[src/include/gcpc_pkg.sv]
// Function
// RL1 - software sets single-pulse enable, then go/done
// RL2 - armed acquisition counts from next gate rise
// RL3 - hardware clears go/done on trailing edge
// RL4 - later gate events ignored until go set
// RL5 - clearing single-pulse enable clears go/done
// RL6 - toggle plus single-pulse measures full cycle
// RL7 - gate level readable even when gating disabled
// RL8 - gate falling edge sets gate-event flag, interrupt
// RL9 - gate-event flag works without gate count enable
// RL10 - counter wraps at maximum, sets overflow flag
// RL11 - software enables overflow interrupt chain
// RL12 - overflow flag held until software clears
// RL13 - software clears count and flag first
// RL14 - sleep counting only in asynchronous external mode
// RL15 - enabled overflow in sleep wakes device
// RL16 - external count needs falling edge before rise
// RL17 - capture copies count into capture/compare pair
// RL18 - compare equality raises event, maybe special trigger
// RL19 - special trigger clears count without overflow
// RL20 - special trigger makes compare pair the period
// RL21 - software uses synchronous clock with trigger
// RL22 - count write beats coincident special trigger
// RL23 - active gate counts, inactive gate holds
// RL24 - toggle flip-flop, cleared while toggle disabled
// RL25 - two-bit select picks one of four gates
// RL26 - gate status uses polarity and toggle result
package gcpc_pkg;

    localparam int          CNT_W     = 16;
    localparam int          BYTE_W    = 8;
    localparam int          LOW_LSB   = 0;
    localparam int          HIGH_LSB  = 8;
    localparam logic [15:0] CNT_RST   = 16'h0000;
    localparam logic [15:0] CNT_MAX   = 16'hFFFF;

    // gate source select codes
    localparam logic [1:0]  GSRC_PIN  = 2'h0;
    localparam logic [1:0]  GSRC_TMR0 = 2'h1;
    localparam logic [1:0]  GSRC_TMR2 = 2'h2;
    localparam logic [1:0]  GSRC_WDT  = 2'h3;

    // count clock select codes; bit 1 set means external count input
    localparam logic [1:0]  CS_INSTR  = 2'h0;
    localparam logic [1:0]  CS_SYS    = 2'h1;
    localparam int          CS_EXT_BIT = 1;

    // capture/compare modes
    localparam logic [1:0]  CCM_OFF     = 2'h0;
    localparam logic [1:0]  CCM_CAPTURE = 2'h1;
    localparam logic [1:0]  CCM_COMPARE = 2'h2;
    localparam logic [1:0]  CCM_SPECIAL = 2'h3;

    // instruction clock ratio
    localparam int          INSTR_DIV  = 4;

    typedef struct packed {
        logic       count_enable;
        logic       polarity;
        logic       toggle_enable;
        logic       single_pulse_enable;
        logic [1:0] source_select;
    } gcpc_gate_cfg_type;

    typedef struct packed {
        logic       counter_on;
        logic [1:0] clock_select;
        logic       sync_bypass;
    } gcpc_clk_cfg_type;

    typedef struct packed {
        logic       wr_low;
        logic       wr_high;
        logic [7:0] data;
    } gcpc_byte_wr_type;

    typedef struct packed {
        logic tmr0_overflow;
        logic tmr2_match;
        logic wdt_overflow;
    } gcpc_int_src_type;

endpackage

[src/gcpc_sync.sv]
`timescale 1ns/1ps
module gcpc_sync #(
    parameter logic RST_VAL = 1'b0
) (
    // clock and reset
    input  wire logic sys_clk,
    input  wire logic rst_b,
    // asynchronous level in, filtered level out
    input  wire logic async_in,
    output logic      sync_out
);

    logic stage1;
    logic stage2;
    logic stage3;

    // output follows once the second and third stages agree
    always_ff @(posedge sys_clk or negedge rst_b) begin
        if (!rst_b) begin
            stage1   <= RST_VAL;
            stage2   <= RST_VAL;
            stage3   <= RST_VAL;
            sync_out <= RST_VAL;
        end else begin
            stage1 <= async_in;
            stage2 <= stage1;
            stage3 <= stage2;
            if (stage2 == stage3) begin
                sync_out <= stage3;
            end
        end
    end

endmodule

[src/gcpc_timer.sv]
`timescale 1ns/1ps
module gcpc_timer #(
    parameter int INSTR_DIV = gcpc_pkg::INSTR_DIV
) (
    // clock and reset
    input  wire logic                       sys_clk,
    input  wire logic                       rst_b,
    // configuration
    input  wire gcpc_pkg::gcpc_clk_cfg_type  clk_cfg,
    input  wire gcpc_pkg::gcpc_gate_cfg_type gate_cfg,
    input  wire logic [1:0]                 capcomp_mode,
    input  wire logic                       overflow_irq_enable,
    input  wire logic                       gate_event_irq_enable,
    input  wire logic                       sleep_mode,
    // software strobes
    input  wire logic                       gate_go_set,
    input  wire logic                       overflow_flag_clear,
    input  wire logic                       gate_event_flag_clear,
    input  wire gcpc_pkg::gcpc_byte_wr_type  count_wr,
    input  wire gcpc_pkg::gcpc_byte_wr_type  capcomp_wr,
    // pins
    input  wire logic                       gate_pin,
    input  wire logic                       ext_count_input,
    // internal gate sources and capture event
    input  wire gcpc_pkg::gcpc_int_src_type  int_src,
    input  wire logic                       capture_event,
    // status
    output logic [15:0]                     count_value,
    output logic [15:0]                     capcomp_value,
    output logic                            gate_acquire_go_done,
    output logic                            gate_level_value,
    output logic                            gate_event_flag,
    output logic                            gate_event_irq,
    output logic                            overflow_flag,
    output logic                            overflow_irq,
    output logic                            wake_request,
    output logic                            compare_event,
    output logic                            special_trigger
);

    localparam int DIV_W = (INSTR_DIV > 1) ? $clog2(INSTR_DIV) : 1;
    localparam logic [DIV_W-1:0] DIV_LAST = DIV_W'(INSTR_DIV - 1);
    localparam logic [DIV_W-1:0] DIV_ZERO = '0;

    typedef enum logic [1:0] {
        SP_IDLE,
        SP_ARMED,
        SP_COUNT
    } gcpc_sp_state_type;

    // synchronised pins
    logic gate_pin_q;
    logic ext_in_q;

    gcpc_sync u_gate_sync (
        .sys_clk  (sys_clk),
        .rst_b    (rst_b),
        .async_in (gate_pin),
        .sync_out (gate_pin_q)
    );

    gcpc_sync u_ext_sync (
        .sys_clk  (sys_clk),
        .rst_b    (rst_b),
        .async_in (ext_count_input),
        .sync_out (ext_in_q)
    );

    // count clock edge
    logic [DIV_W-1:0]  div_cnt;
    logic              ext_prev;
    logic              ext_armed;
    wire logic         instr_tick;
    wire logic         ext_rise;
    wire logic         ext_fall;
    wire logic         ext_sel;
    wire logic         tick;

    assign instr_tick = (div_cnt == DIV_LAST);
    assign ext_rise   = ext_in_q & ~ext_prev;
    assign ext_fall   = ~ext_in_q & ext_prev;
    assign ext_sel    = clk_cfg.clock_select[gcpc_pkg::CS_EXT_BIT];
    // first rise after enable counts only once a fall has been seen
    assign tick = ext_sel ? (ext_rise & ext_armed) :                        // RL16
                  (clk_cfg.clock_select == gcpc_pkg::CS_SYS) ? 1'b1 :
                  instr_tick;

    always_ff @(posedge sys_clk or negedge rst_b) begin
        if (!rst_b) begin
            div_cnt <= DIV_ZERO;
        end else if (instr_tick) begin
            div_cnt <= DIV_ZERO;
        end else begin
            div_cnt <= div_cnt + DIV_W'(1);
        end
    end

    always_ff @(posedge sys_clk or negedge rst_b) begin
        if (!rst_b) begin
            ext_prev  <= 1'b0;
            ext_armed <= 1'b0;
        end else begin
            ext_prev <= ext_in_q;
            if (!clk_cfg.counter_on || !ext_sel) begin
                ext_armed <= 1'b0;
            end else if (ext_fall) begin
                ext_armed <= 1'b1; // RL16
            end
        end
    end

    // gate path
    logic              gate_act_prev;
    logic              toggle_ff;
    wire logic         gate_src;
    wire logic         gate_act;
    wire logic         gate_act_rise;
    wire logic         gated;
    wire logic         gated_rise;
    wire logic         gated_fall;

    assign gate_src =
        (gate_cfg.source_select == gcpc_pkg::GSRC_PIN)  ? gate_pin_q :      // RL25
        (gate_cfg.source_select == gcpc_pkg::GSRC_TMR0) ? int_src.tmr0_overflow :
        (gate_cfg.source_select == gcpc_pkg::GSRC_TMR2) ? int_src.tmr2_match :
        int_src.wdt_overflow;
    // polarity high means a high source is active
    assign gate_act      = gate_cfg.polarity ? gate_src : ~gate_src;         // RL23
    assign gate_act_rise = gate_act & ~gate_act_prev;
    assign gated         = gate_cfg.toggle_enable ? toggle_ff : gate_act;    // RL26
    assign gated_rise    = gated & ~gate_level_value;
    assign gated_fall    = ~gated & gate_level_value;

    always_ff @(posedge sys_clk or negedge rst_b) begin
        if (!rst_b) begin
            gate_act_prev <= 1'b0;
            toggle_ff     <= 1'b0;
        end else begin
            gate_act_prev <= gate_act;
            if (!gate_cfg.toggle_enable) begin
                toggle_ff <= 1'b0; // RL24
            end else if (gate_act_rise) begin
                toggle_ff <= ~toggle_ff; // RL24
            end
        end
    end

    // level readback runs regardless of gate count enable
    always_ff @(posedge sys_clk or negedge rst_b) begin
        if (!rst_b) begin
            gate_level_value <= 1'b0;
        end else begin
            gate_level_value <= gated; // RL7
        end
    end

    // single-pulse acquisition
    gcpc_sp_state_type sp_state;
    gcpc_sp_state_type next_sp_state;
    logic              next_go_done;

    always_comb begin
        next_sp_state = sp_state;
        next_go_done  = gate_acquire_go_done;
        if (!gate_cfg.single_pulse_enable) begin
            next_sp_state = SP_IDLE;
            next_go_done  = 1'b0; // RL5
        end else begin
            case (sp_state)
                SP_IDLE: begin
                    if (gate_go_set) begin
                        next_sp_state = SP_ARMED; // RL1
                        next_go_done  = 1'b1;
                    end
                end
                SP_ARMED: begin
                    if (gated_rise) begin
                        next_sp_state = SP_COUNT; // RL2
                    end
                end
                SP_COUNT: begin
                    if (gated_fall) begin
                        next_sp_state = SP_IDLE; // RL3
                        next_go_done  = 1'b0; // RL3
                    end
                end
                default: begin
                    next_sp_state = SP_IDLE;
                    next_go_done  = 1'b0;
                end
            endcase
        end
    end

    always_ff @(posedge sys_clk or negedge rst_b) begin
        if (!rst_b) begin
            sp_state             <= SP_IDLE;
            gate_acquire_go_done <= 1'b0;
        end else begin
            sp_state             <= next_sp_state;
            gate_acquire_go_done <= next_go_done;
        end
    end

    // with toggle on, the pulse seen here spans a whole source cycle
    wire logic sp_open;
    wire logic gate_ok;

    assign sp_open = (sp_state == SP_COUNT) & gate_level_value;              // RL4 RL6
    assign gate_ok = !gate_cfg.count_enable ? 1'b1 :
                     gate_cfg.single_pulse_enable ? sp_open :                // RL4
                     gate_level_value;                                       // RL23

    // counter
    logic [15:0]       count;
    logic [15:0]       next_count;
    wire logic         sleep_ok;
    wire logic         inc_en;
    wire logic         wrap;
    wire logic         any_wr;

    // asynchronous external counting is the only mode alive in sleep
    assign sleep_ok = ext_sel & clk_cfg.sync_bypass;                         // RL14
    assign inc_en   = clk_cfg.counter_on & tick & gate_ok &
                      (~sleep_mode | sleep_ok);                              // RL14
    assign wrap     = inc_en & (count == gcpc_pkg::CNT_MAX);                 // RL10
    assign any_wr   = count_wr.wr_low | count_wr.wr_high;

    always_comb begin
        next_count = count;
        if (any_wr) begin
            if (count_wr.wr_low) begin
                next_count[gcpc_pkg::LOW_LSB +: gcpc_pkg::BYTE_W] = count_wr.data;
            end
            if (count_wr.wr_high) begin
                next_count[gcpc_pkg::HIGH_LSB +: gcpc_pkg::BYTE_W] = count_wr.data;
            end
        end else if (special_trigger) begin
            next_count = gcpc_pkg::CNT_RST; // RL19 RL20
        end else if (inc_en) begin
            next_count = count + 16'h0001; // RL10 RL23
        end
    end

    // write beats the trigger clear through the priority above
    always_ff @(posedge sys_clk or negedge rst_b) begin
        if (!rst_b) begin
            count <= gcpc_pkg::CNT_RST;
        end else begin
            count <= next_count; // RL22
        end
    end

    assign count_value = count;

    // flags
    // a set in the same cycle as its clear wins
    always_ff @(posedge sys_clk or negedge rst_b) begin
        if (!rst_b) begin
            overflow_flag <= 1'b0;
        end else if (wrap && !any_wr && !special_trigger) begin
            overflow_flag <= 1'b1; // RL10
        end else if (overflow_flag_clear) begin
            overflow_flag <= 1'b0; // RL12
        end
    end

    always_ff @(posedge sys_clk or negedge rst_b) begin
        if (!rst_b) begin
            gate_event_flag <= 1'b0;
        end else if (gated_fall) begin
            gate_event_flag <= 1'b1; // RL8 RL9
        end else if (gate_event_flag_clear) begin
            gate_event_flag <= 1'b0;
        end
    end

    always_ff @(posedge sys_clk or negedge rst_b) begin
        if (!rst_b) begin
            gate_event_irq <= 1'b0;
            overflow_irq   <= 1'b0;
            wake_request   <= 1'b0;
        end else begin
            gate_event_irq <= gate_event_flag & gate_event_irq_enable;       // RL8
            overflow_irq   <= overflow_flag & overflow_irq_enable;           // RL11
            wake_request   <= sleep_mode & overflow_flag &
                              overflow_irq_enable & clk_cfg.counter_on;      // RL15
        end
    end

    // capture and compare
    logic [15:0]       capcomp;
    logic              match_prev;
    wire logic         cmp_mode;
    wire logic         match;
    wire logic         match_rise;
    wire logic         do_capture;

    assign cmp_mode   = (capcomp_mode == gcpc_pkg::CCM_COMPARE) |
                        (capcomp_mode == gcpc_pkg::CCM_SPECIAL);
    assign match      = cmp_mode & (capcomp == count);                       // RL18
    assign match_rise = match & ~match_prev;
    assign do_capture = capture_event & (capcomp_mode == gcpc_pkg::CCM_CAPTURE);

    always_ff @(posedge sys_clk or negedge rst_b) begin
        if (!rst_b) begin
            capcomp <= gcpc_pkg::CNT_RST;
        end else if (capcomp_wr.wr_low || capcomp_wr.wr_high) begin
            if (capcomp_wr.wr_low) begin
                capcomp[gcpc_pkg::LOW_LSB +: gcpc_pkg::BYTE_W] <= capcomp_wr.data;
            end
            if (capcomp_wr.wr_high) begin
                capcomp[gcpc_pkg::HIGH_LSB +: gcpc_pkg::BYTE_W] <= capcomp_wr.data;
            end
        end else if (do_capture) begin
            capcomp <= count; // RL17
        end
    end

    assign capcomp_value = capcomp;

    // one event per arrival at the match value
    always_ff @(posedge sys_clk or negedge rst_b) begin
        if (!rst_b) begin
            match_prev      <= 1'b0;
            compare_event   <= 1'b0;
            special_trigger <= 1'b0;
        end else begin
            match_prev      <= match;
            compare_event   <= match_rise;                                   // RL18
            special_trigger <= match_rise &
                               (capcomp_mode == gcpc_pkg::CCM_SPECIAL);      // RL19 RL20
        end
    end

endmodule

[config.mk]
export PLATFORM = sky130hd
export DESIGN_NAME = gcpc_timer
export DESIGN_NICKNAME = d
export VERILOG_FILES = /design/src/include/gcpc_pkg.sv /design/src/gcpc_sync.sv /design/src/gcpc_timer.sv
export SDC_FILE = /design/constraint.sdc
export NUM_CORES = 1
export LEC_CHECK = 0
export BUFFER_PORTS_ARGS = -buffer_cell sky130_fd_sc_hd__buf_2
export CORE_AREA = 2 2 77 79
export CTS_BUF_LIST = sky130_fd_sc_hd__clkbuf_8
export DETAILED_ROUTE_END_ITERATION = 8
export DIE_AREA = 0 0 79 81
export GPL_ROUTABILITY_DRIVEN = 0
export GPL_TIMING_DRIVEN = 0
export PLACE_DENSITY = 0.83
export SETUP_SLACK_MARGIN = 0.1
export SYNTH_ARGS = -nofsm -noshare
export SYNTH_HDL_FRONTEND = slang
export SYNTH_SLANG_ARGS = --single-unit
[constraint.sdc]
create_clock -name sys_clk -period 2.6 [get_ports sys_clk]
set_input_delay 0.13 -clock sys_clk [delete_from_list [all_inputs] [get_ports sys_clk]]
set_output_delay 0.13 -clock sys_clk [all_outputs]
set_load 0.01 [all_outputs]
* Word-level counts from Yosys, hierarchy flattened
Index checks and enable logic that the tools add are counted.
** Storage, ports and cells
- Latch bits :: 0
- Input bits :: 46
- Output and inout port bits :: 41
- Word-level logic and storage cells :: 142
- Bits in read-only memories :: 0
- Memories kept :: 0
- Bits in writable memories :: 0
- Flip-flop bits (word level) :: 58
** Operators by class
- Bitwise gates (word level) :: 33
- $lt $le $gt $ge :: 0
- Divide/modulo/power cells :: 0
- Equal/unequal tests :: 22
- Mux-type cells :: 36
- Reductions and logical operators :: 21
- Add/subtract/negate cells :: 2
- Multipliers :: 0
- Shift operators :: 0
** Operator list (number)
- $mux W16 :: 5
- $mux W8 :: 4
- $and A1 B1 Y1 :: 21
- $mux W1 :: 20
- $add A16 B1 Y16 const B :: 1
- $eq A16 B16 Y1 :: 1
- $eq A16 B16 Y1 const B :: 1
- $eq A2 B2 Y1 const B :: 5
- $mux W2 :: 5
- $ne A2 B2 Y1 const B :: 5
- $ne A3 B3 Y1 const B :: 3
- $not A1 Y1 :: 9
- $eq A2 B1 Y1 const B :: 4
- $reduce_and A2 Y1 :: 4
- $reduce_bool A2 Y1 :: 4
- $pmux W2 S3 :: 1
- $reduce_and A3 Y1 :: 2
- $logic_not A1 Y1 :: 4
- $logic_not A2 Y1 :: 2
- $or A1 B1 Y1 :: 3
- $pmux W1 S3 :: 1
- $reduce_bool A3 Y1 :: 1
- $add A2 B1 Y2 const B :: 1
- $eq A1 B1 Y1 :: 2
- other kinds (3) :: 5

* Logic depth before layout (Yosys ltp)
Gate-level depths: netlist of the first run.
- Depth after elaboration :: 12
- Mapped depth :: 6
- Mapped depth without buffers :: 6

* Cells and area by module
A second synthesis of the first run with hierarchy kept.
** Unflattened totals
- Cell total of the unflattened synthesis :: 312
- Area, all modules :: 3014.1 sq um
** By module, submodules not included
- gcpc_timer :: area each 2791.4 sq um, cells an instance 302, times used 1, seq. area each 1251.2 sq um
- gcpc_sync :: area each 111.4 sq um, cells an instance 5, times used 2, seq. area each 100.1 sq um

* Worst setup path after synthesis of the first run
Ideal clock, no wire load.
- Kind :: flip-flop to flip-flop
- From :: register div_cnt[0]
- To :: register count[7] (netlist: count_value[7])
- Slack :: 859 ps
- Cell stages (with the launch flop) :: 6
- Data required time :: 2479 ps
- Path buffers :: 1
- Data arrival time :: 1620 ps
- Library setup time :: 121 ps
- Clock period less this slack :: 1741 ps
- Cell sequence :: dfrtp_1 ha_1 o32ai_1 o31ai_4 buf_6 a22o_1
** On the way
- Longest elaborated chain between the ends :: 8
** Ends and longest elaborated chain
- start, declared :: line gcpc_timer.sv:70 : logic [DIV_W-1:0] div_cnt;
- start signal, assigned :: line gcpc_timer.sv:94 : div_cnt <= div_cnt + DIV_W'(1);
- $eq A2 B2 Y1 :: line gcpc_timer.sv:79 : assign instr_tick = (div_cnt == DIV_LAST);
- $mux W1 :: line gcpc_timer.sv:85 : (clk_cfg.clock_select == gcpc_pkg::CS_SYS) ? 1'b1 :
- $mux W1 :: line gcpc_timer.sv:84 : assign tick = ext_sel ? (ext_rise & ext_armed) :
- $and A1 B1 Y1 (3 in a row) :: line gcpc_timer.sv:224 : assign inc_en = clk_cfg.counter_on & tick & gate_ok &
- $reduce_bool A3 Y1 (no source line)
- $reduce_and A2 Y1 (no source line)
- end signal, assigned :: line gcpc_timer.sv:248 : count <= gcpc_pkg::CNT_RST;
- end signal, assigned :: line gcpc_timer.sv:250 : count <= next_count;
- end, declared :: line gcpc_timer.sv:215 : logic [15:0] count;
Every way passes these cells.
A chain may end at the register's enable or synchronous reset.

* Final worst setup path of the first run
- From :: register div_cnt[0]
- To :: register count[6] (netlist: count_value[6])
Same word-level chain as after synthesis.

==> results of run 1 <==
## power by group through the flow
stage	logic, W	clock network [W]	registers [W]
finish	0.000517	0.000854	0.00109
global route	0.000576	0.000917	0.00110
CTS	0.000517	0.000871	0.00109
detailed placement	0.000507	0	0.00111
global placement	0.000496	0	0.00110
floorplan	0.000272	0	0.00112
## cell type report
| type | instances | area (um2) | share of cell area, % |
|---|---|---|---|
| Clock inverter | 6 | 66.31 | 1.765 |
| Tap cell | 75 | 93.84 | 2.498 |
| Clock buffer | 10 | 137.6 | 3.663 |
| Sequential cell | 58 | 1451 | 38.63 |
| Timing Repair Buffer | 93 | 503.0 | 13.39 |
| Buffer | 16 | 82.58 | 2.198 |
| Multi-Input combinational cell | 228 | 1381 | 36.76 |
| Inverter | 11 | 41.29 | 1.099 |
## worst min path at each step
stage / from / endpoint / slack [ps] / depth (start not counted)
2_1_floorplan: rst_b / capcomp_value[0]$_DFFE_PN0P_ / -170 / 0
3_3_place_gp: ext_count_input / u_ext_sync.stage1$_DFF_PN0_ / 240 / 1
3_5_place_dp: gate_pin / u_gate_sync.stage1$_DFF_PN0_ / 240 / 1
4_1_cts: overflow_irq_enable / overflow_irq$_DFF_PN0_ / 20 / 2
5_1_grt: clk_cfg[3] / ext_armed$_DFFE_PN0P_ / 20 / 3
6_report: overflow_irq_enable / overflow_irq$_DFF_PN0_ / 40 / 2
## through the flow
step	hold WS [ps]	power (W)
2_1_floorplan	-165.6	0.001395
3_3_place_gp	242.8	0.001597
3_5_place_dp	239.4	0.001612
4_1_cts	24.60	0.002478
5_1_grt	24.92	0.002597
6_report	39.95	0.002462
## sequential cells by signal, summed over array words and instances (netlist names), 2 cells and up
signal         flops
div_cnt            2
sp_state           2
count_value       16
capcomp_value     16
## routing by layer
layer	share of wire (%)	routed length (um)	vias to the layer above
met5	0	0	-
met4	1.3	101	0
met3	8.7	657	14
met2	47	3560	138
met1	43	3207	1325
li1	-	-	1320
## critical path: cells and delay by family (launching register included)
| family | cells | cell delay (ps) |
|---|---|---|
| compound gates | 4 | 1090 |
| flops | 1 | 380 |
| fa+ha+maj | 1 | 210 |
| buf+inv | 1 | 190 |
## cells in the final DEF (no fill, tap or decap), types with 2 or more instances in the layout
master | Yosys | routed
nand4_1 | 8 | 8
nor4b_1 | 3 | 3
dfrtp_1 | 58 | 58
nand2b_1 | 3 | 3
a22oi_1 | 2 | 2
o31a_1 | 3 | 3
clkbuf_1 | 7 | 7
a31oi_1 | 3 | 3
nor2b_1 | 9 | 9
nand3_1 | 5 | 5
inv_1 | 11 | 11
xnor2_1 | 12 | 12
a32o_1 | 2 | 2
and3_1 | 2 | 2
a22o_1 | 6 | 6
dlygate4sd3_1 | 0 | 7
o21ai_1 | 11 | 11
ha_1 | 2 | 2
o211ai_1 | 2 | 2
maj3_1 | 2 | 2
nand2_1 | 41 | 41
nor3_1 | 4 | 4
o21ai_0 | 25 | 25
a21boi_0 | 2 | 2
a21oi_1 | 22 | 22
clkbuf_8 | 0 | 10
nor2_1 | 24 | 24
buf_2 | 5 | 90
and2_1 | 4 | 4
clkinvlp_4 | 0 | 3
buf_6 | 2 | 2
o32ai_1 | 2 | 2
xor2_1 | 5 | 5
o21a_1 | 4 | 4
nand3b_1 | 2 | 2
o31ai_1 | 2 | 2
## cells by family after synthesis
kind of cell	count (synthesis)	share of synthesized area [%]
flops	58	49.09
simple gates	112	18.66
buf+inv	27	4.189
fa+ha+maj	4	1.523
compound gates	94	20.74
mux	1	0.7617
xor+xnor	17	5.036
==> results.md, run 1 <==
- Mean area per synthesized cell: 9.446 um2
- Vias/cell: 5.628
- Place WS: 611.5 ps
- Clock Skew: 7.157 ps
- First-pass GRT wire length: 12.31 mm
- Comb pwr share: 21.0%
- I/O pin count: 87
- Placement Cell Area: 3481 um2
- Routed wire length: 7.526 mm
- Die W: 79 um
- Prevailing post-synth register cell: dfrtp_1
- Synth top area share: 49.09%
- Cell area after synthesis: 2957 um2
- CP Launch Type: flip-flop
- Worst r2r src: div_cnt[0]$_DFF_PN0_
- Ant. Diodes: 0
- Cts hold-fix bufs: 6
- Post-cts sizing count: 0
- Vias in the first global route: 2,667
- Fin crit share: 76.21%
- Yosys cell types: 51
- Register-to-Register Setup Slack: 620 ps
- Hpwl dp: 5.445 mm
- Layout area overhead: 27.08%
- Full die area: 6399 um2
- P_int: 0.001689 W
- Fin cells: 497
- Total CTS buffers: 9
- Final instance area: 3757 um2
- Clock network power share: 34.7%
- Final ANT Viol Nets: 0
- Final setup viols: 0
- Clock root buffer: clkbuf_8
- Fraction of registers with async set/reset: 100.0%
- CP startpoint: div_cnt[0]$_DFF_PN0_
- Sequential element share of the synthesized area: 49.09%
- Remaining DRCs: 0
- Slew @ Worst Pin: 735.9 ps
- FILL cells: 497
- Synth Warn #: 0
- Max Fanout on Critical Path: 10
- Layout cell share with drive strength beyond 1: 28.20%
- Postcts setup bufs: 0
- H-tree depth: 3
- Routed WL per cell: 15.14 um
- Met1 usage: 32.33%
- Core footprint: 5675 um2
- Max-slew headroom: 50.79%
- Critical-path top delay cell: o32ai_1
- Total GRT Usage: 24.86%
- Outcome: complete, no violations
- Clock slew at reported path FFs: 70 ps
- Largest net degree at the start of global routing: 59
- Most common cell in the synthesized netlist: dfrtp_1
- Top cell type by total area after synthesis: dfrtp_1
- Port Buffers: 86
- Worst-Skew Late Latency: 340 ps
- Sw Share: 31.39%
- Final core utilization: 66.20%
- FP Rows: 28
- GRT Max-Usage Layer: met2
- Commonest cells post-synth: dfrtp_1 (58), nand2_1 (41), o21ai_0 (25)
- Setup TNS: 0 ps
- CP required: 2830 ps
- Slowest stage delay, CP: 670 ps
- R2R Path End: count_value[6]$_DFFE_PN0P_
- GR Util met2: 40.00%
- Drt first pass iters: 6
- CTS Sinks: 58
- Crit end category: flip-flop
- Min-delay worst type: in2reg
- Synth top area cells: dfrtp_1 (49%), nand2_1 (5.2%), o21ai_0 (4.2%)
- Slew Limit Fails: 0
- LEAKAGE: 1.735 nW
- PnR worst setup slack: 618.4 ps
- Max_cap viols: 0
- Net Sw Power: 0.0007729 W
- Post-Synthesis Cells: 313
- Peak supply drop: 0.5333 mV
- Initial Util: 52.09%
- Die H: 81 um
- Final nets: 465
- Total gr overflow: 0
- Fmax: 0.5047 GHz
- Setup repair after global routing missed its margin: false
- CP Data Arrival Time: 2220 ps
- Part of the power in registers: 44.3%
- Worst R2R Path Depth: 6
- CTS tree: yes
- Met3 GRT Util: 7.556%
- Max Root-Sink Buffers: 2
- Minimum clock period: 1982 ps
- Initial antenna violation count: 0
- Vias: 2,797
- Number of synthesized register bits: 58
- Placed cell count: 474
- DRT iter0 DRCs: 140
- Crit path capture: count_value[6]$_DFFE_PN0P_
- EDFF count, synth: 0
- Power Density: 655.2 nW/um2
- Syn nets: 361
- WS Path Type: reg2reg
- Crit-path cells: ha_1 -> o32ai_1 -> o31ai_4 -> buf_6 -> a21oi_1 -> a21oi_2
- Final Hold Fails: 0
No activity file was read; power rests on OpenSTA's default activity.
==> run 2: changes to the inputs <==
- CORE_AREA: 2 2 77 79 -> 2 2 82 84
- DIE_AREA: 0 0 79 81 -> 0 0 84 86
- PLACE_DENSITY: 0.83 -> 0.77
- clock period: 2.6 -> 1.7 ns (I/O delays scaled with it)
==> results.md, run 2 (synthesis gave the netlist of run 1 again) <==
- CP required: 1920 ps
- Max-slew headroom: 51.70%
- R2R Path End: count_value[12]$_DFFE_PN0P_
- Part of the power in registers: 41.8%
- Setup TNS: -687.8 ps
- Core footprint: 6277 um2
- Initial Util: 47.10%
- Crit end category: flip-flop
- Clock Skew: 7.537 ps
- Vias/cell: 5.516
- Full die area: 7224 um2
- Outcome: complete, but fails checks
- Power Density: 967.5 nW/um2
- Slew Limit Fails: 0
- Final nets: 487
- WS Path Type: reg2reg
- Total CTS buffers: 9
- Worst-Skew Late Latency: 350 ps
- Clock slew at reported path FFs: 60 ps
- Minimum clock period: 1827 ps
- Net Sw Power: 0.001208 W
- Setup repair after global routing missed its margin: true
- Remaining DRCs: 0
- Sw Share: 30.12%
- Layout area overhead: 40.25%
- Hpwl dp: 5.577 mm
- Total GRT Usage: 23.96%
- Worst Hold Depth: 3
- Routed wire length: 8.410 mm
- Clock root buffer: clkbuf_8
- Place WS: -137.3 ps
- Final Hold Fails: 0
- Clock network power share: 34.3%
- CP Data Arrival Time: 2050 ps
- FILL cells: 481
- CTS Sinks: 58
- Final instance area: 4146 um2
- Die W: 84 um
- Drt first pass iters: 4
- Slew @ Worst Pin: 724.4 ps
- Fmax: 0.5473 GHz
- Initial antenna violation count: 0
- Max Fanout on Critical Path: 5
- Max_cap viols: 0
- Die H: 86 um
- First-pass GRT wire length: 13.50 mm
- DRT iter0 DRCs: 181
- Largest net degree at the start of global routing: 59
- Total gr overflow: 0
- Vias: 2,874
- Ant. Diodes: 0
- H-tree depth: 3
- FP Rows: 29
- Port Buffers: 86
- Violated checks: setup timing
- Routed WL per cell: 16.14 um
- Peak supply drop: 0.7500 mV
- Final core utilization: 66.06%
- Final ANT Viol Nets: 0
- Hold_sp: count_wr[5]
- P_int: 0.002803 W
- I/O pin count: 87
- PnR worst setup slack: -127.2 ps
- Vias in the first global route: 2,804
- Placement Cell Area: 3505 um2
- LEAKAGE: 1.921 nW
- Fin crit share: 107.5%
- Comb pwr share: 24.0%
- Worst R2R Path Depth: 6
- Hold endpoint: count_value[13]$_DFFE_PN0P_
- Final setup viols: 12
- Max Root-Sink Buffers: 2
- CP Launch Type: flip-flop
- Min-delay worst type: in2reg
- Worst r2r src: ext_prev$_DFF_PN0_
- Most common cell after layout, fill and taps aside: buf_2
- CTS tree: yes
- Register-to-Register Setup Slack: -130 ps
- Most frequent cells in the layout: buf_2 (88), dfrtp_1 (54), nand2_1 (38), o21ai_0 (22)
- Layout cell share with drive strength beyond 1: 38.29%
[run 2: cell types whose count changed in the layout (fill, tap and decap cells not counted), sizes merged]
cell / previous run / this run
clkinvlp: 3 / 0
inv: 11 / 13
clkinv: 2 / 0
buf: 94 / 114
clkbuf: 18 / 20
dlygate4sd3: 7 / 10
[run 2: worst max path at each step]
stage | startpoint | endpoint | cells past startpoint
2_1_floorplan | ext_prev$_DFF_PN0_ | count_value[14]$_DFFE_PN0P_ | 6
3_3_place_gp | count_value[1]$_DFFE_PN0P_ | count_value[14]$_DFFE_PN0P_ | 6
3_5_place_dp | count_value[1]$_DFFE_PN0P_ | count_value[14]$_DFFE_PN0P_ | 6
4_1_cts | ext_prev$_DFF_PN0_ | count_value[11]$_DFFE_PN0P_ | 6
5_1_grt | ext_prev$_DFF_PN0_ | count_value[11]$_DFFE_PN0P_ | 6
6_report | ext_prev$_DFF_PN0_ | count_value[12]$_DFFE_PN0P_ | 6
[run 2: area by class of cell]
cell class,count,area (um2),area share (%)
buffer,16,117.6,2.836
multi-input combinational,228,1518,36.60
tap,77,96.34,2.323
inverter,11,41.29,0.9958
clock buffer,13,178.9,4.315
timing repair buffer,115,700.7,16.90
clock inverter,3,37.54,0.9052
sequential,58,1456,35.12
[run 2: what timing repair did]
| item | 4_1_cts | 5_1_grt |
|---|---|---|
| pin swaps | 11 | 9 |
| gates cloned | 2 | 0 |
| buffers inserted | 8 | 9 |
| hold buffers | 9 | 1 |
| endpoints found under the setup margin | 22 | 41 |
| hold endpoints to repair | 9 | 58 |
| gates resized for setup | 27 | 25 |
[run 2: power groups by stage]
stage	combinational [W]	clock, W	sequential [W]
2_1_floorplan	0.000420	0	0.00172
3_3_place_gp	0.000768	0	0.00169
3_5_place_dp	0.000782	0	0.00169
4_1_cts	0.000886	0.00139	0.00167
5_1_grt	0.00105	0.00145	0.00169
6_report	0.000961	0.00138	0.00167
[run 2: layer usage]
layer | track usage, % | up-vias | part of all wire, %
met4 | 11.88 | 0 | 3.0
met5 | 0 | - | 0
met1 | 31.13 | 1372 | 43
met3 | 4.235 | 24 | 5.6
li1 | - | 1359 | -
met2 | 38.98 | 119 | 49
[run 2: metrics by stage]
stage	hold slack [ps]	power, W	cells
after detailed placement	194.7	0.002476	476
after global routing	15.80	0.004195	521
after global placement	194.8	0.002457	476
after CTS	0.8290	0.003950	511
final	1.460	0.004012	521
after floorplan	-210.6	0.002140	313
[run 2: critical path: stages (launching register included)]
cell      delay (ps)
dfrtp_1          370
nand3b_1         150
a2111o_1         440
o311a_4          360
buf_6            140
o21ai_2          140
o21ai_1           90
==> run 3: changes to the inputs <==
- TNS_END_PERCENT: not set -> 20
==> results.md, run 3 (synthesis gave the netlist of run 1 again) <==
- Minimum clock period: 1799 ps
- Total gr overflow: 0
- H-tree depth: 3
- CP Launch Type: flip-flop
- Most frequent cells in the layout: buf_2 (89), dfrtp_1 (54), nand2_1 (41), o21ai_0 (22), nor2_1 (21)
- CP required: 1920 ps
- Vias in the first global route: 2,751
- Slew @ Worst Pin: 721.6 ps
- Total GRT Usage: 23.04%
- Clock slew at reported path FFs: 60 ps
- Die W: 84 um
- LEAKAGE: 1.864 nW
- Final instance area: 4015 um2
- Max-slew headroom: 51.89%
- Final Hold Fails: 0
- Max Fanout on Critical Path: 5
- Largest net degree at the start of global routing: 59
- Vias/cell: 5.585
- Routed wire length: 8.069 mm
- Violated checks: setup timing
- Power Density: 893.0 nW/um2
- Fmax: 0.5559 GHz
- Initial Util: 47.10%
- Comb pwr share: 25.3%
- Hold_ws: 24.02 ps
- Outcome: complete, but fails checks
- Setup repair after global routing missed its margin: true
- Routed WL per cell: 15.79 um
- Net Sw Power: 0.001124 W
- Clock Skew: 5.472 ps
- Die H: 86 um
- Layout cell share with drive strength beyond 1: 35.02%
- Ant. Diodes: 0
- Full die area: 7224 um2
- CP Data Arrival Time: 2020 ps
- Total CTS buffers: 9
- Fin crit share: 105.8%
- Core footprint: 6277 um2
- Layout area overhead: 35.80%
- Hpwl dp: 5.533 mm
- Final ANT Viol Nets: 0
- Setup TNS: -501.9 ps
- Slew Limit Fails: 0
- Clock network power share: 28.3%
- Sw Share: 31.34%
- Crit end category: flip-flop
- Placement Cell Area: 3492 um2
- Port Buffers: 86
- Final nets: 480
- Peak supply drop: 0.6536 mV
- Drt first pass iters: 4
- Remaining DRCs: 0
- FP Rows: 29
- Final core utilization: 63.96%
- Worst-Skew Late Latency: 330 ps
- Most common cell after layout, fill and taps aside: buf_2
- Initial antenna violation count: 0
- I/O pin count: 87
- First-pass GRT wire length: 13.12 mm
- DRT iter0 DRCs: 163
- Clock root buffer: clkbuf_8
- Min-delay worst type: in2reg
- Max Root-Sink Buffers: 2
- WS Path Type: reg2reg
- Vias: 2,854
- Final setup viols: 15
- PnR worst setup slack: -98.92 ps
- CTS tree: yes
- CTS Sinks: 58
- Max_cap viols: 0
- P_int: 0.002462 W
- Part of the power in registers: 46.4%
==> run 3: changes by cell type in the layout (fill, tap and decap cells not counted), moves of 2 or more <==
cell      change
nand2_1       +3
clkbuf_8      -2
xor2_1        +2
nand2_2       -3
xor2_2        -3
buf_6         -2
buf_4         -7
clkbuf_2      -2
==> run 3: cell type report <==
class | instances | area (um2)
Multi-Input combinational cell | 228 | 1515
Timing Repair Buffer | 108 | 644.4
Buffer | 16 | 111.4
Clock inverter | 3 | 12.51
Clock buffer | 10 | 137.6
Fill cell | 558 | 2262
Tap cell | 77 | 96.34
Sequential cell | 58 | 1456
Inverter | 11 | 41.29
==> run 3: routing by layer <==
metal / track usage, % / vias to the layer above / routed length [um]
li1: - / 1346 / -
met1: 30.80 / 1362 / 3449
met2: 36.87 / 130 / 3889
met3: 4.524 / 16 / 574
met4: 9.824 / 0 / 155
met5: 0 / - / 0
==> run 3: path summary, 6_finish.rpt <==
| kind | depth (start not counted) | end | slack (ps) | start |
|---|---|---|---|---|
| max reg2reg | 6 | count_value[11]$_DFFE_PN0P_ | -100 | ext_prev$_DFF_PN0_ |
| min in group asynchronous | 2 | u_ext_sync.stage3$_DFF_PN0_ | 360 | rst_b |
| min reg2reg | 0 | u_ext_sync.stage2$_DFF_PN0_ | 350 | u_ext_sync.stage1$_DFF_PN0_ |
| max | 6 | count_value[11]$_DFFE_PN0P_ | -100 | ext_prev$_DFF_PN0_ |
| min | 3 | toggle_ff$_DFFE_PN0P_ | 20 | gate_cfg[3] |
| max in group asynchronous | 2 | special_trigger$_DFF_PN0_ | 820 | rst_b |
==> run 3: through the flow <==
| step | std cells | power (W) | setup WS (ps) |
|---|---|---|---|
| finish | 511 | 0.003585 | -98.92 |
| global route | 511 | 0.003793 | -183.7 |
| CTS | 504 | 0.003550 | -103.4 |
| detailed placement | 476 | 0.002472 | -193.5 |
| global placement | 476 | 0.002450 | -144.7 |
| floorplan | 313 | 0.002135 | 20.90 |
==> run 3: what timing repair did <==
action | 4_1_cts | 5_1_grt
setup endpoints to repair | 23 | 40
hold buffers | 10 | 1
gates resized for setup | 19 | 29
pin swaps | 11 | 7
setup buffers | 4 | 5
hold endpoints to repair | 9 | 58
cloned | 1 | 1
==> run 3: power by group through the flow <==
stage               sequential [W]  combinational, W  clock, W
floorplan                  0.00172          0.000417         0
CTS                        0.00166          0.000848   0.00104
detailed placement         0.00169          0.000778         0
global placement           0.00169          0.000761         0
finish                     0.00166          0.000905   0.00102
global route               0.00169           0.00100   0.00110
==> run 3: worst max-delay path: stages (launching register included) <==
cell and delay [ps]:
dfrtp_1 370, nand3b_1 150, a2111o_1 450, o311a_4 370, buf_6 150, o21ai_2 120, o21ai_1 70
